**src/verilog/cmrc_map.vh**
```
/*
 * constants for the clock mode and ratio control block: register offset,
 * field positions, power-on values per clock mode, mode codes.
 * assumes inclusion by bare name from design files.
 */
`ifndef CMRC_MAP_VH
`define CMRC_MAP_VH

// ==========================================================
// register map
`define CMRC_ADDR_W 32
`define CMRC_RATIO_ADDR 32'hfffffe90

// ==========================================================
// field positions
`define CMRC_BIT_PLL2_DIS 7
`define CMRC_BIT_PLL1_DIS 6
`define CMRC_BIT_CLKOUT_TRI 5
`define CMRC_BIT_RSVD 4
`define CMRC_RATIO_MSB 3
`define CMRC_RATIO_LSB 0

// ==========================================================
// power-on values per mode
`define CMRC_INIT_M01 8'h00
`define CMRC_INIT_M2 8'h40
`define CMRC_INIT_M3 8'h60
`define CMRC_INIT_M45 8'ha6
`define CMRC_INIT_M6 8'he0

// ==========================================================
// mode codes and ratio codes
`define CMRC_MODE0 3'h0
`define CMRC_MODE1 3'h1
`define CMRC_MODE2 3'h2
`define CMRC_MODE3 3'h3
`define CMRC_MODE4 3'h4
`define CMRC_MODE5 3'h5
`define CMRC_MODE6 3'h6
`define CMRC_RATIO_QUARTER 4'h0
`define CMRC_RATIO_UNITY 4'hf

// ==========================================================
// power-on timing: count value at which the synchronised straps are latched
`define CMRC_POR_LOAD_CNT 2'h1

`endif

```
**src/verilog/cmrc_top.v**
```verilog
/*
 * clock mode decoding and clock ratio register.
 * assumes: mode pins are board straps, held steady; a watchdog elsewhere
 * reports its overflow as a one-cycle pulse on this clock; analog plls,
 * oscillator and clock pause handshake live outside this block.
 */
// Implementation choice: the plain strobed port.
// Overview of operation
// - mode 5 runs pll1 only and applies quarter-cycle lag on clock path.
// - mode 5 with pll1 disabled drops the quarter-cycle phase shift.
// - mode 6 runs no pll; internal clocks come straight from clock pin.
// - in modes 4-6 the pin clock may change rate or stop.
// - modes 0-3 take clock on crystal input; select pin picks driven or crystal.
// - modes 4-6 take clock pin input; select pin becomes pause request.
// - core, bus, periph clock ratios come from ratio field via three dividers.
// - only power-on reset initialises the ratio register, not watchdog reset.
// - power-on loads 00 for modes 0,1; 40 for mode 2; 60 for mode 3.
// - power-on loads a6 for modes 4,5 and e0 for mode 6.
// - bit7 pll2 disable, bit6 pll1 disable, bit5 tristate, bit4 reserved, 3:0 ratio.
// - bit7 writable modes 0-3; reads 1 in modes 4-6.
// - bit6 writable modes 0,1,4,5; reads 1 in modes 2,3,6.
// - bit5 writable modes 0-3, 0 drives pin; reads 1 in modes 4-6.
// - reserved bit 4 reads 0; software writes 0.
// - software writes only ratio codes legal for mode and pll state.
// - both plls off: code 0000 gives quarter rate, 1111 full rate.
// - new ratio applies at watchdog overflow, which then raises no flags.
`timescale 1ns/10ps
`include "cmrc_map.vh"

module cmrc_top #(
  parameter ADDR_W = `CMRC_ADDR_W
) (
  input wire clock,
  input wire rst_n,
  input wire [2:0] mode_select_pins,
  input wire pause_req_or_osc_select,
  input wire wdt_overflow,
  input wire [ADDR_W-1:0] reg_addr,
  input wire [7:0] reg_wdata,
  input wire reg_wr,
  input wire reg_rd,
  output reg [7:0] reg_rdata,
  output reg [2:0] clock_mode,
  output reg pll1_run,
  output reg pll2_run,
  output reg phase_lag_en,
  output reg clk_from_pin,
  output reg crystal_osc_en,
  output reg ext_clock_driven,
  output reg clock_pause_req,
  output reg clkout_drive_en,
  output reg [1:0] core_divider,
  output reg [1:0] bus_divider,
  output reg [1:0] periph_divider,
  output reg [1:0] pll2_mult,
  output reg ratio_change_pending,
  output reg wdt_start,
  output reg wdt_flag_suppress
);

  // ==========================================================
  // pin synchronisers
  reg [2:0] mode_s1_r;
  reg [2:0] mode_s2_r;
  reg sel_s1_r;
  reg sel_s2_r;

  always @(posedge clock) begin
    mode_s1_r <= mode_select_pins;
    mode_s2_r <= mode_s1_r;
    sel_s1_r <= pause_req_or_osc_select;
    sel_s2_r <= sel_s1_r;
  end

  // ==========================================================
  // mode decode helpers
  function pin_clock_mode;
    input [2:0] m;
    begin
      pin_clock_mode = m[2];
    end
  endfunction

  function pll2_fixed;
    input [2:0] m;
    begin
      pll2_fixed = m[2];
    end
  endfunction

  function pll1_fixed;
    input [2:0] m;
    begin
      pll1_fixed = (m == `CMRC_MODE2) || (m == `CMRC_MODE3) || (m == `CMRC_MODE6);
    end
  endfunction

  function [7:0] init_value;
    input [2:0] m;
    begin
      case (m)
        `CMRC_MODE0, `CMRC_MODE1: init_value = `CMRC_INIT_M01;
        `CMRC_MODE2: init_value = `CMRC_INIT_M2;
        `CMRC_MODE3: init_value = `CMRC_INIT_M3;
        `CMRC_MODE4, `CMRC_MODE5: init_value = `CMRC_INIT_M45;
        `CMRC_MODE6: init_value = `CMRC_INIT_M6;
        default: init_value = `CMRC_INIT_M6;
      endcase
    end
  endfunction

  // divider code: 0 = x1, 1 = x1/2, 2 = x1/4 of the pll1 stage output
  function [1:0] div_code;
    input [1:0] sel;
    begin
      case (sel)
        2'h0: div_code = 2'h2;
        2'h1: div_code = 2'h1;
        default: div_code = 2'h0;
      endcase
    end
  endfunction

  // ==========================================================
  // power-on sequencing
  // the straps are caught one synchroniser delay after release, so the
  // register loads its mode value two cycles after rst_n goes high
  reg [1:0] por_cnt_r;
  reg mode_valid_r;
  reg [2:0] mode_r;

  always @(posedge clock) begin
    if (!rst_n) begin
      por_cnt_r <= 2'h0;
      mode_valid_r <= 1'b0;
      mode_r <= `CMRC_MODE0;
    end else if (!mode_valid_r) begin
      por_cnt_r <= por_cnt_r + 2'h1;
      if (por_cnt_r == `CMRC_POR_LOAD_CNT) begin
        mode_valid_r <= 1'b1;
        mode_r <= mode_s2_r;
      end
    end
  end

  // ==========================================================
  // clock ratio register: rst_n is the power-on reset pin; the watchdog
  // reset never reaches this flop, so its contents survive it
  reg [7:0] ratio_r;
  reg [7:0] ratio_nxt;
  reg [7:0] active_r;
  reg pending_r;
  wire hit;
  wire wr_hit;
  wire [2:0] m;

  assign hit = (reg_addr == `CMRC_RATIO_ADDR);
  assign wr_hit = reg_wr && hit && mode_valid_r;
  assign m = mode_r;

  always @* begin
    ratio_nxt = ratio_r;
    if (wr_hit) begin
      ratio_nxt[`CMRC_RATIO_MSB:`CMRC_RATIO_LSB] = reg_wdata[3:0];
      ratio_nxt[`CMRC_BIT_RSVD] = 1'b0;
      if (!pll2_fixed(m))
        ratio_nxt[`CMRC_BIT_PLL2_DIS] = reg_wdata[`CMRC_BIT_PLL2_DIS];
      if (!pll1_fixed(m))
        ratio_nxt[`CMRC_BIT_PLL1_DIS] = reg_wdata[`CMRC_BIT_PLL1_DIS];
      if (!pin_clock_mode(m))
        ratio_nxt[`CMRC_BIT_CLKOUT_TRI] = reg_wdata[`CMRC_BIT_CLKOUT_TRI];
    end
  end

  always @(posedge clock) begin
    if (!rst_n) begin
      ratio_r <= 8'h00;
      active_r <= 8'h00;
      pending_r <= 1'b0;
    end else if (!mode_valid_r) begin
      if (por_cnt_r == `CMRC_POR_LOAD_CNT) begin
        ratio_r <= init_value(mode_s2_r);
        active_r <= init_value(mode_s2_r);
      end
    end else begin
      // fixed bits are forced each cycle so they always read 1
      ratio_r <= ratio_nxt | {pll2_fixed(m), pll1_fixed(m), pin_clock_mode(m), 5'h00};
      // a write landing on the overflow edge keeps the change pending, so
      // the new value waits for the next overflow instead of being lost
      if (wr_hit)
        pending_r <= 1'b1;
      else if (wdt_overflow && pending_r) begin
        pending_r <= 1'b0;
        active_r <= ratio_r;
      end
    end
  end

  // ==========================================================
  // clock plan from the applied register copy
  wire p1_on;
  wire p2_on;
  wire [3:0] fr;

  assign p1_on = !active_r[`CMRC_BIT_PLL1_DIS] && !pll1_fixed(m);
  assign p2_on = !active_r[`CMRC_BIT_PLL2_DIS] && !pll2_fixed(m);
  assign fr = active_r[`CMRC_RATIO_MSB:`CMRC_RATIO_LSB];

  // ==========================================================
  // clock source selection
  // nothing is claimed until the straps are latched, so a pin-clock board
  // never sees the crystal path or the pause request flicker after reset
  reg from_pin_nxt;
  reg crystal_nxt;
  reg driven_nxt;
  reg pause_nxt;

  always @* begin
    from_pin_nxt = 1'b0;
    crystal_nxt = 1'b0;
    driven_nxt = 1'b0;
    pause_nxt = 1'b0;
    if (mode_valid_r) begin
      from_pin_nxt = pin_clock_mode(m);
      crystal_nxt = !pin_clock_mode(m) && sel_s2_r;
      driven_nxt = !pin_clock_mode(m) && !sel_s2_r;
      // pause request only forwarded; a stopped or retimed pin clock is handled outside
      pause_nxt = pin_clock_mode(m) && sel_s2_r;
    end
  end

  // ==========================================================
  // divider selection from the applied ratio field
  // the generic mapping counts from the pll stage output; with both plls
  // halted the all-ones code must give full rate, which the mapping alone
  // would not, so the two end codes are pinned explicitly
  reg [1:0] core_div_nxt;
  reg [1:0] bus_div_nxt;
  reg [1:0] periph_div_nxt;
  wire plls_off;

  assign plls_off = !p1_on && !p2_on;

  always @* begin
    core_div_nxt = div_code(fr[3:2]);
    bus_div_nxt = div_code({fr[3] & fr[2], !(fr[3] & fr[2]) & (fr[1] | fr[0])});
    periph_div_nxt = div_code({1'b0, fr[1]});
    if (plls_off && fr == `CMRC_RATIO_UNITY) begin
      core_div_nxt = 2'h0;
      bus_div_nxt = 2'h0;
      periph_div_nxt = 2'h0;
    end else if (plls_off && fr == `CMRC_RATIO_QUARTER) begin
      core_div_nxt = 2'h2;
      bus_div_nxt = 2'h2;
      periph_div_nxt = 2'h2;
    end
  end

  always @(posedge clock) begin
    if (!rst_n) begin
      reg_rdata <= 8'h00;
      clock_mode <= 3'h0;
      pll1_run <= 1'b0;
      pll2_run <= 1'b0;
      phase_lag_en <= 1'b0;
      clk_from_pin <= 1'b0;
      crystal_osc_en <= 1'b0;
      ext_clock_driven <= 1'b0;
      clock_pause_req <= 1'b0;
      clkout_drive_en <= 1'b0;
      core_divider <= 2'h0;
      bus_divider <= 2'h0;
      periph_divider <= 2'h0;
      pll2_mult <= 2'h0;
      ratio_change_pending <= 1'b0;
      wdt_start <= 1'b0;
      wdt_flag_suppress <= 1'b0;
    end else begin
      // unmapped reads return zero
      reg_rdata <= (reg_rd && hit) ? ratio_r : 8'h00;
      clock_mode <= m;
      pll1_run <= mode_valid_r && p1_on;
      pll2_run <= mode_valid_r && p2_on;
      phase_lag_en <= mode_valid_r && (m == `CMRC_MODE5) && p1_on;
      clk_from_pin <= from_pin_nxt;
      crystal_osc_en <= crystal_nxt;
      ext_clock_driven <= driven_nxt;
      clock_pause_req <= pause_nxt;
      clkout_drive_en <= mode_valid_r && !pin_clock_mode(m)
                         && !active_r[`CMRC_BIT_CLKOUT_TRI];
      core_divider <= core_div_nxt;
      bus_divider <= bus_div_nxt;
      periph_divider <= periph_div_nxt;
      pll2_mult <= p2_on ? fr[3:2] : 2'h0;
      ratio_change_pending <= pending_r;
      wdt_start <= wr_hit;
      // an overflow beaten by a write applies nothing, so it is not masked
      wdt_flag_suppress <= pending_r && wdt_overflow && !wr_hit;
    end
  end

endmodule // cmrc_top

```
**config.mk**
```make
export PLATFORM = sky130hd
export DESIGN_NAME = cmrc_top
export DESIGN_NICKNAME = d
export VERILOG_FILES = /design/src/verilog/cmrc_top.v
export VERILOG_INCLUDE_DIRS = /design/src /design/src/verilog
export SDC_FILE = /design/constraint.sdc
export NUM_CORES = 1
export LEC_CHECK = 0
export ABC_AREA = 1
export BUFFER_PORTS_ARGS = -buffer_cell sky130_fd_sc_hd__buf_4
export CAP_MARGIN = 20
export CORE_MARGIN = 8
export CORE_UTILIZATION = 35
export DETAILED_ROUTE_END_ITERATION = 10
export PLACE_DENSITY_LB_ADDON = 0.1
export SETUP_SLACK_MARGIN = 0.3
export SLEW_MARGIN = 0
export SYNTH_ARGS = -nofsm -noshare
export SYNTH_HDL_FRONTEND = slang
export SYNTH_SLANG_ARGS = --single-unit
```
**constraint.sdc**
```tcl
create_clock -name clock -period 2.3 [get_ports clock]
set_input_delay 0.46 -clock clock [delete_from_list [all_inputs] [get_ports clock]]
set_output_delay 0.46 -clock clock [all_outputs]
set_load 0.01 [all_outputs]
```
Word level (Yosys, flattened, before mapping). Cells that the tools add are included.

$add $sub $neg: 1. Bitwise logic cells: 7. Reductions and logical operators: 47. Multiplexer cells: 20. Eq/ne operators: 16.

Operators with widths (number): $mux W8 (6); $eq A32 B32 Y1 const B (1); $pmux W8 S4 (1); $logic_and A1 B1 Y1 (19); $eq A3 B2 Y1 const B (4); $eq A3 B3 Y1 const B (4); $pmux W2 S2 (3); $logic_not A1 Y1 (10); $reduce_and A2 Y1 (5); $or A8 B8 Y8 (1); $mux W1 (7); $eq A2 B1 Y1 const B (3); $mux W2 (3); $reduce_or A2 Y1 (3); $eq A4 B4 Y1 const B (1); $logic_not A2 Y1 (2); $logic_not A4 Y1 (1); $reduce_bool A2 Y1 (2); $eq A3 B1 Y1 const B (1); $logic_not A3 Y1 (1); $not A1 Y1 (3); $reduce_and A3 Y1 (1); $reduce_or A3 Y1 (1); $add A2 B1 Y2 const B (1); other kinds (5) (7).

Output and inout bits: 30. Word-level logic and storage cells: 121. Register bits after elaboration: 61.

Longest topological paths before layout.
Depth in word-level cells: 9. Gate-level depth with buffers: 10. Depth with buffers taken out: 10.

Least setup slack after synthesis. Ideal clock, no wire load.

Path kind: input port to flip-flop. From: in reg_addr[0]. To: reg active_r[0]. Data required time: 2.186 ns. Stages on the path: 10. Arrival time: 1.267 ns. Buffers on the path: 0. Path slack: 0.920 ns. Cells stage by stage: inv_1 nand2_1 nor2_1 nand2_1 nor2_4 nand3_4 nand2_8 inv_6 nor2_2 nor2_1.

Cells in the longest elaborated chain, start to end: 5.

RTL lines: from (decl) (RTL line cmrc_top.v:38) `input wire [ADDR_W-1:0] reg_addr,`; $eq A32 B32 Y1 (no line); $logic_and A1 B1 Y1 (2 in series) (RTL line cmrc_top.v:158) `assign wr_hit = reg_wr && hit && mode_valid_r;`; $ne A2 B2 Y1 (no line); $reduce_and A3 Y1 (no line); to (signal assigned) (RTL line cmrc_top.v:183) `active_r <= init_value(mode_s2_r);`; to (signal assigned) (RTL line cmrc_top.v:194) `active_r <= ratio_r;`; to (decl) (RTL line cmrc_top.v:151) `reg [7:0] active_r;`.

Every way passes these cells. A chain may end at the register's enable or synchronous reset.

Worst setup path in the final report.
From: reg mode_valid_r. To: reg ratio_r[7].

Cells in the longest elaborated chain, start to end: 4. Elaborated cells between the ends (all ways): 5. Those cells by class: 2 x mux; 1 x bitwise; 2 x reduce/logical.

RTL lines: from (decl) (RTL line cmrc_top.v:129) `reg mode_valid_r;`; from (signal assigned) (RTL line cmrc_top.v:135) `mode_valid_r <= 1'b0;`; from (signal assigned) (RTL line cmrc_top.v:140) `mode_valid_r <= 1'b1;`; $logic_and A1 B1 Y1 (RTL line cmrc_top.v:158); $mux W8 (RTL line cmrc_top.v:163) `if (wr_hit) begin`; $or A8 B8 Y8 (RTL line cmrc_top.v:187) `ratio_r <= ratio_nxt | {pll2_fixed(m), pll1_fixed(m), pin_clock_mode(m), 5'h00};`; $mux W8 (RTL line cmrc_top.v:180) `end else if (!mode_valid_r) begin`; to (signal assigned) (RTL line cmrc_top.v:182) `ratio_r <= init_value(mode_s2_r);`; to (signal assigned) (RTL line cmrc_top.v:187); to (decl) (RTL line cmrc_top.v:149) `reg [7:0] ratio_r;`.

Parallel ways exist; a longest one is shown, timed or not.

==> results.sh <==
export IMPL_outcome="finished, final reports clean"
export IMPL_worst_r2r_setup_slack_ps=910
export IMPL_synthFlopType="sky130_fd_sc_hd__dfxtp_1"
export IMPL_count_of_input_and_output_buffers=76
export IMPL_netlist_instances=268
export IMPL_die_h_um=94.1
export IMPL_drv_slew=0
export IMPL_cts_tree="yes"
export IMPL_placer_s_final_routability_congestion_estimate=0.820
export IMPL_grt_start_max_net_pins=26
export IMPL_synth_largest_type_area_fraction_pct=54.4
export IMPL_critical_path_arrival_ps=1620
export IMPL_tritoncts_num_buffers=9
export IMPL_antennaDiodeCount=0
export IMPL_holdCritStartpoint="mode_select_pins[0]"
export IMPL_synth_yosys_seq_area_share_pct=54.4
export IMPL_layout_drive_gt1_share_pct=30.7
export IMPL_initial_detailed_routing_violation_count=90
export IMPL_power_ir_vdd_worst_mv=0.627
export IMPL_grt_first_pass_wirelength_um=8400
export IMPL_slowest_stage="sky130_fd_sc_hd__dfxtp_1"
export IMPL_clock_path_buffers=2
export IMPL_drv_cap=0
export IMPL_post_cts_repair_setup_buffers=0
export IMPL_cp_cell_sequence="inv_2 > nand2_1 > inv_1 > nand2_1 > nand2_1 > a21oi_1 > nand2_1"
export IMPL_critPathBufInv=2
export IMPL_synth_area_leader_cell="sky130_fd_sc_hd__dfxtp_1"
export IMPL_final_setup_skew_ps=5.13
export IMPL_synth_top_cells_by_area="sky130_fd_sc_hd__dfxtp_1 (54%), sky130_fd_sc_hd__nand2_1 (9.7%), sky130_fd_sc_hd__nor2_1 (7.9%)"
export IMPL_row_count=28
export IMPL_clock_tree_htree_level_count=3
export IMPL_cp_max_fo=15
export IMPL_clkSinkCount=58
export IMPL_min_path_type="input pin to register"
export IMPL_die_width_um=94.1
export IMPL_r2r_start="mode_valid_r$_SDFF_PN0_"
export IMPL_antenna_found_initial=0
export IMPL_grtUsageMet1_pct=12.2
export IMPL_clk_latency_ps=330
export IMPL_detailedPlacementHpwl_um=3840
export IMPL_final_cells=430
export IMPL_worst_setup_path_type="register to register"
export IMPL_hold_viol_final=0
export IMPL_setup_viol=0
export IMPL_wl_um=4900
export IMPL_synthesis_yosys_warnings=0
export IMPL_cts_hold_buffers=0
export IMPL_gr_usage_met2_pct=21.4
export IMPL_avgSynthCellArea_um2=7.97
export IMPL_critical_path_startpoint="mode_valid_r$_SDFF_PN0_"
export IMPL_top_level_ports=79
export IMPL_critPathCaptureType="register"
export IMPL_dp_cells=414
export IMPL_fin_crit_sh_pct=60.3
export IMPL_flow_area_growth_from_synthesis_pct=39.9
export IMPL_fillers=620
export IMPL_grt_overflow_total=0
export IMPL_final_net_count=400
export IMPL_met3_usage_pct=5.12
export IMPL_fraction_of_registers_with_async_set_or_reset_after_synthesis_pct=0
export IMPL_syn_nets=318
export IMPL_grt_busiest_layer="met2"
export IMPL_fp_dieArea_um2=8860
export IMPL_post_synthesis_cell_type_count=27
export IMPL_worst_setup_hold_path_clk_slew_ps=60
export IMPL_synth_cell_area_um2=2140
export IMPL_track_usage_pct=12.2
export IMPL_cp_common_cell="sky130_fd_sc_hd__nand2_1"
export IMPL_drtAntennaViolNets=0
export IMPL_clock_fmax_mhz=721
export IMPL_synth_edff_count=0
export IMPL_crit_path_max_incr_delay_ps=450
export IMPL_required_time_worst_endpoint_ps=2530
export IMPL_standard_cell_core_area_um2=5920
export IMPL_period_minus_slack_ps=1390
export IMPL_cts_root_buffer_cell="sky130_fd_sc_hd__clkbuf_8"
export IMPL_route_detailed_drc=0
export IMPL_first_global_vias=1899
export IMPL_postSynthRegisterBits=58
export IMPL_starting_density_of_the_core_pct=36.1
export IMPL_rsz0062_at_grt="false"
export IMPL_first_pass_iters=4
export IMPL_detail_route_wl_per_cell_um=11.4
export IMPL_viasPerCell=4.32
export IMPL_timing_setup_tns_ps=0
export IMPL_routed_via_count=1857
export IMPL_timing_critical_path_max_delay_family="flip-flops"
export IMPL_power_static_leakage_nw=1.45
export IMPL_cts_resized=0
export IMPL_timing_critical_path_from_type="register"
export IMPL_power_density_cell_area_nw_per_um2=979
-- through the flow --
step	worst slack [ps]	util [%]	hold WS (ps)	instance area [µm²]	total power, mW
final	912	50.5	223	2990	2.92
after global routing	748	50.5	196	2990	3.12
after CTS	909	50.5	204	2990	2.97
after detailed placement	637	46.8	312	2770	1.94
after global placement	642	46.8	310	2770	1.94
after floorplan	920	-	310	2140	1.71
-- kinds of logic (layout without fill, tap and decap cells) --
family,Yosys count,in the layout,share of synthesized area (%)
AO/OA/AOI/OAI,27,27,6.56
XOR/XNOR,1,1,0.410
adder cells (fa/ha/maj),1,1,0.586
buffers and inverters,42,129,8.20
flip-flops,58,58,54.4
other,1,1,0.176
AND/OR/NAND/NOR,138,138,29.7
-- power by group --
| group | internal, mW | switching, mW |
|---|---|---|
| sequential | 1.16 | 0.104 |
| clock | 0.635 | 0.374 |
| combinational | 0.286 | 0.363 |
-- synthesized netlist by cell type (2+ instances only) --
| cell | instances |
|---|---|
| sky130_fd_sc_hd__nor3_1 | 7 |
| sky130_fd_sc_hd__nor4_1 | 2 |
| sky130_fd_sc_hd__dfxtp_1 | 58 |
| sky130_fd_sc_hd__buf_4 | 3 |
| sky130_fd_sc_hd__nand2_1 | 55 |
| sky130_fd_sc_hd__inv_1 | 35 |
| sky130_fd_sc_hd__o21ai_0 | 10 |
| sky130_fd_sc_hd__o21ai_1 | 8 |
| sky130_fd_sc_hd__nor2_4 | 2 |
| sky130_fd_sc_hd__o22ai_1 | 2 |
| sky130_fd_sc_hd__nand2_2 | 3 |
| sky130_fd_sc_hd__nor2_1 | 45 |
| sky130_fd_sc_hd__nand4_1 | 7 |
| sky130_fd_sc_hd__nand3_1 | 6 |
| sky130_fd_sc_hd__nor2_2 | 8 |
| sky130_fd_sc_hd__a21oi_1 | 6 |
-- worst reg2reg max path, cell delays in order (launching register included) --
cell and delay [ps]:
sky130_fd_sc_hd__dfxtp_1 450, sky130_fd_sc_hd__inv_2 180, sky130_fd_sc_hd__nand2_1 190, sky130_fd_sc_hd__inv_1 140, sky130_fd_sc_hd__nand2_1 100, sky130_fd_sc_hd__nand2_1 60, sky130_fd_sc_hd__a21oi_1 110, sky130_fd_sc_hd__nand2_1 60
-- cells in the final DEF (no fill, tap or decap), types with 3 or more instances in the layout --
master | synthesis | final
sky130_fd_sc_hd__a21oi_1 | 6 | 6
sky130_fd_sc_hd__nor3_1 | 7 | 7
sky130_fd_sc_hd__nand3_1 | 6 | 6
sky130_fd_sc_hd__nor2_2 | 8 | 8
sky130_fd_sc_hd__inv_1 | 35 | 35
sky130_fd_sc_hd__nand4_1 | 7 | 7
sky130_fd_sc_hd__o21ai_1 | 8 | 8
sky130_fd_sc_hd__o21ai_0 | 10 | 10
sky130_fd_sc_hd__buf_4 | 3 | 76
sky130_fd_sc_hd__clkbuf_8 | 0 | 10
sky130_fd_sc_hd__nand2_2 | 3 | 3
sky130_fd_sc_hd__dfxtp_1 | 58 | 58
sky130_fd_sc_hd__nand2_1 | 55 | 55
sky130_fd_sc_hd__nor2_1 | 45 | 45
-- metal layers --
metal / wire [µm] / up-vias
met5: 0 / -
met4: 82 / 0
met3: 300 / 10
met2: 2510 / 40
met1: 2000 / 806
li1: - / 1001
-- final timing paths --
path | endpoint | cells after the start
max | ratio_r[7]$_SDFFE_PN0P_ | 7
min | mode_s1_r[0]$_DFF_P_ | 1
max reg2reg | ratio_r[7]$_SDFFE_PN0P_ | 7
min reg2reg | mode_s2_r[1]$_DFF_P_ | 0
-- registers in the layout, indices dropped and copies added, names as in the netlist, 2 cells and up --
register	cells
mode_s1_r	3
active_r	7
bus_divider	2
clock_mode	3
reg_rdata	7
periph_divider	2
m	3
pll2_mult	2
ratio_r	7
core_divider	2
por_cnt_r	2
mode_s2_r	3
-- cell type report --
cell class	count	area [µm²]	share of cell area [%]
Clock inverter	5	77.6	2.60
Inverter	37	144	4.82
Multi-Input combinational cell	168	800	26.8
Timing Repair Buffer	76	571	19.1
Clock buffer	11	141	4.73
Tap cell	75	93.8	3.14
Sequential cell	58	1160	38.9
Power figures use the tool's default switching activity.
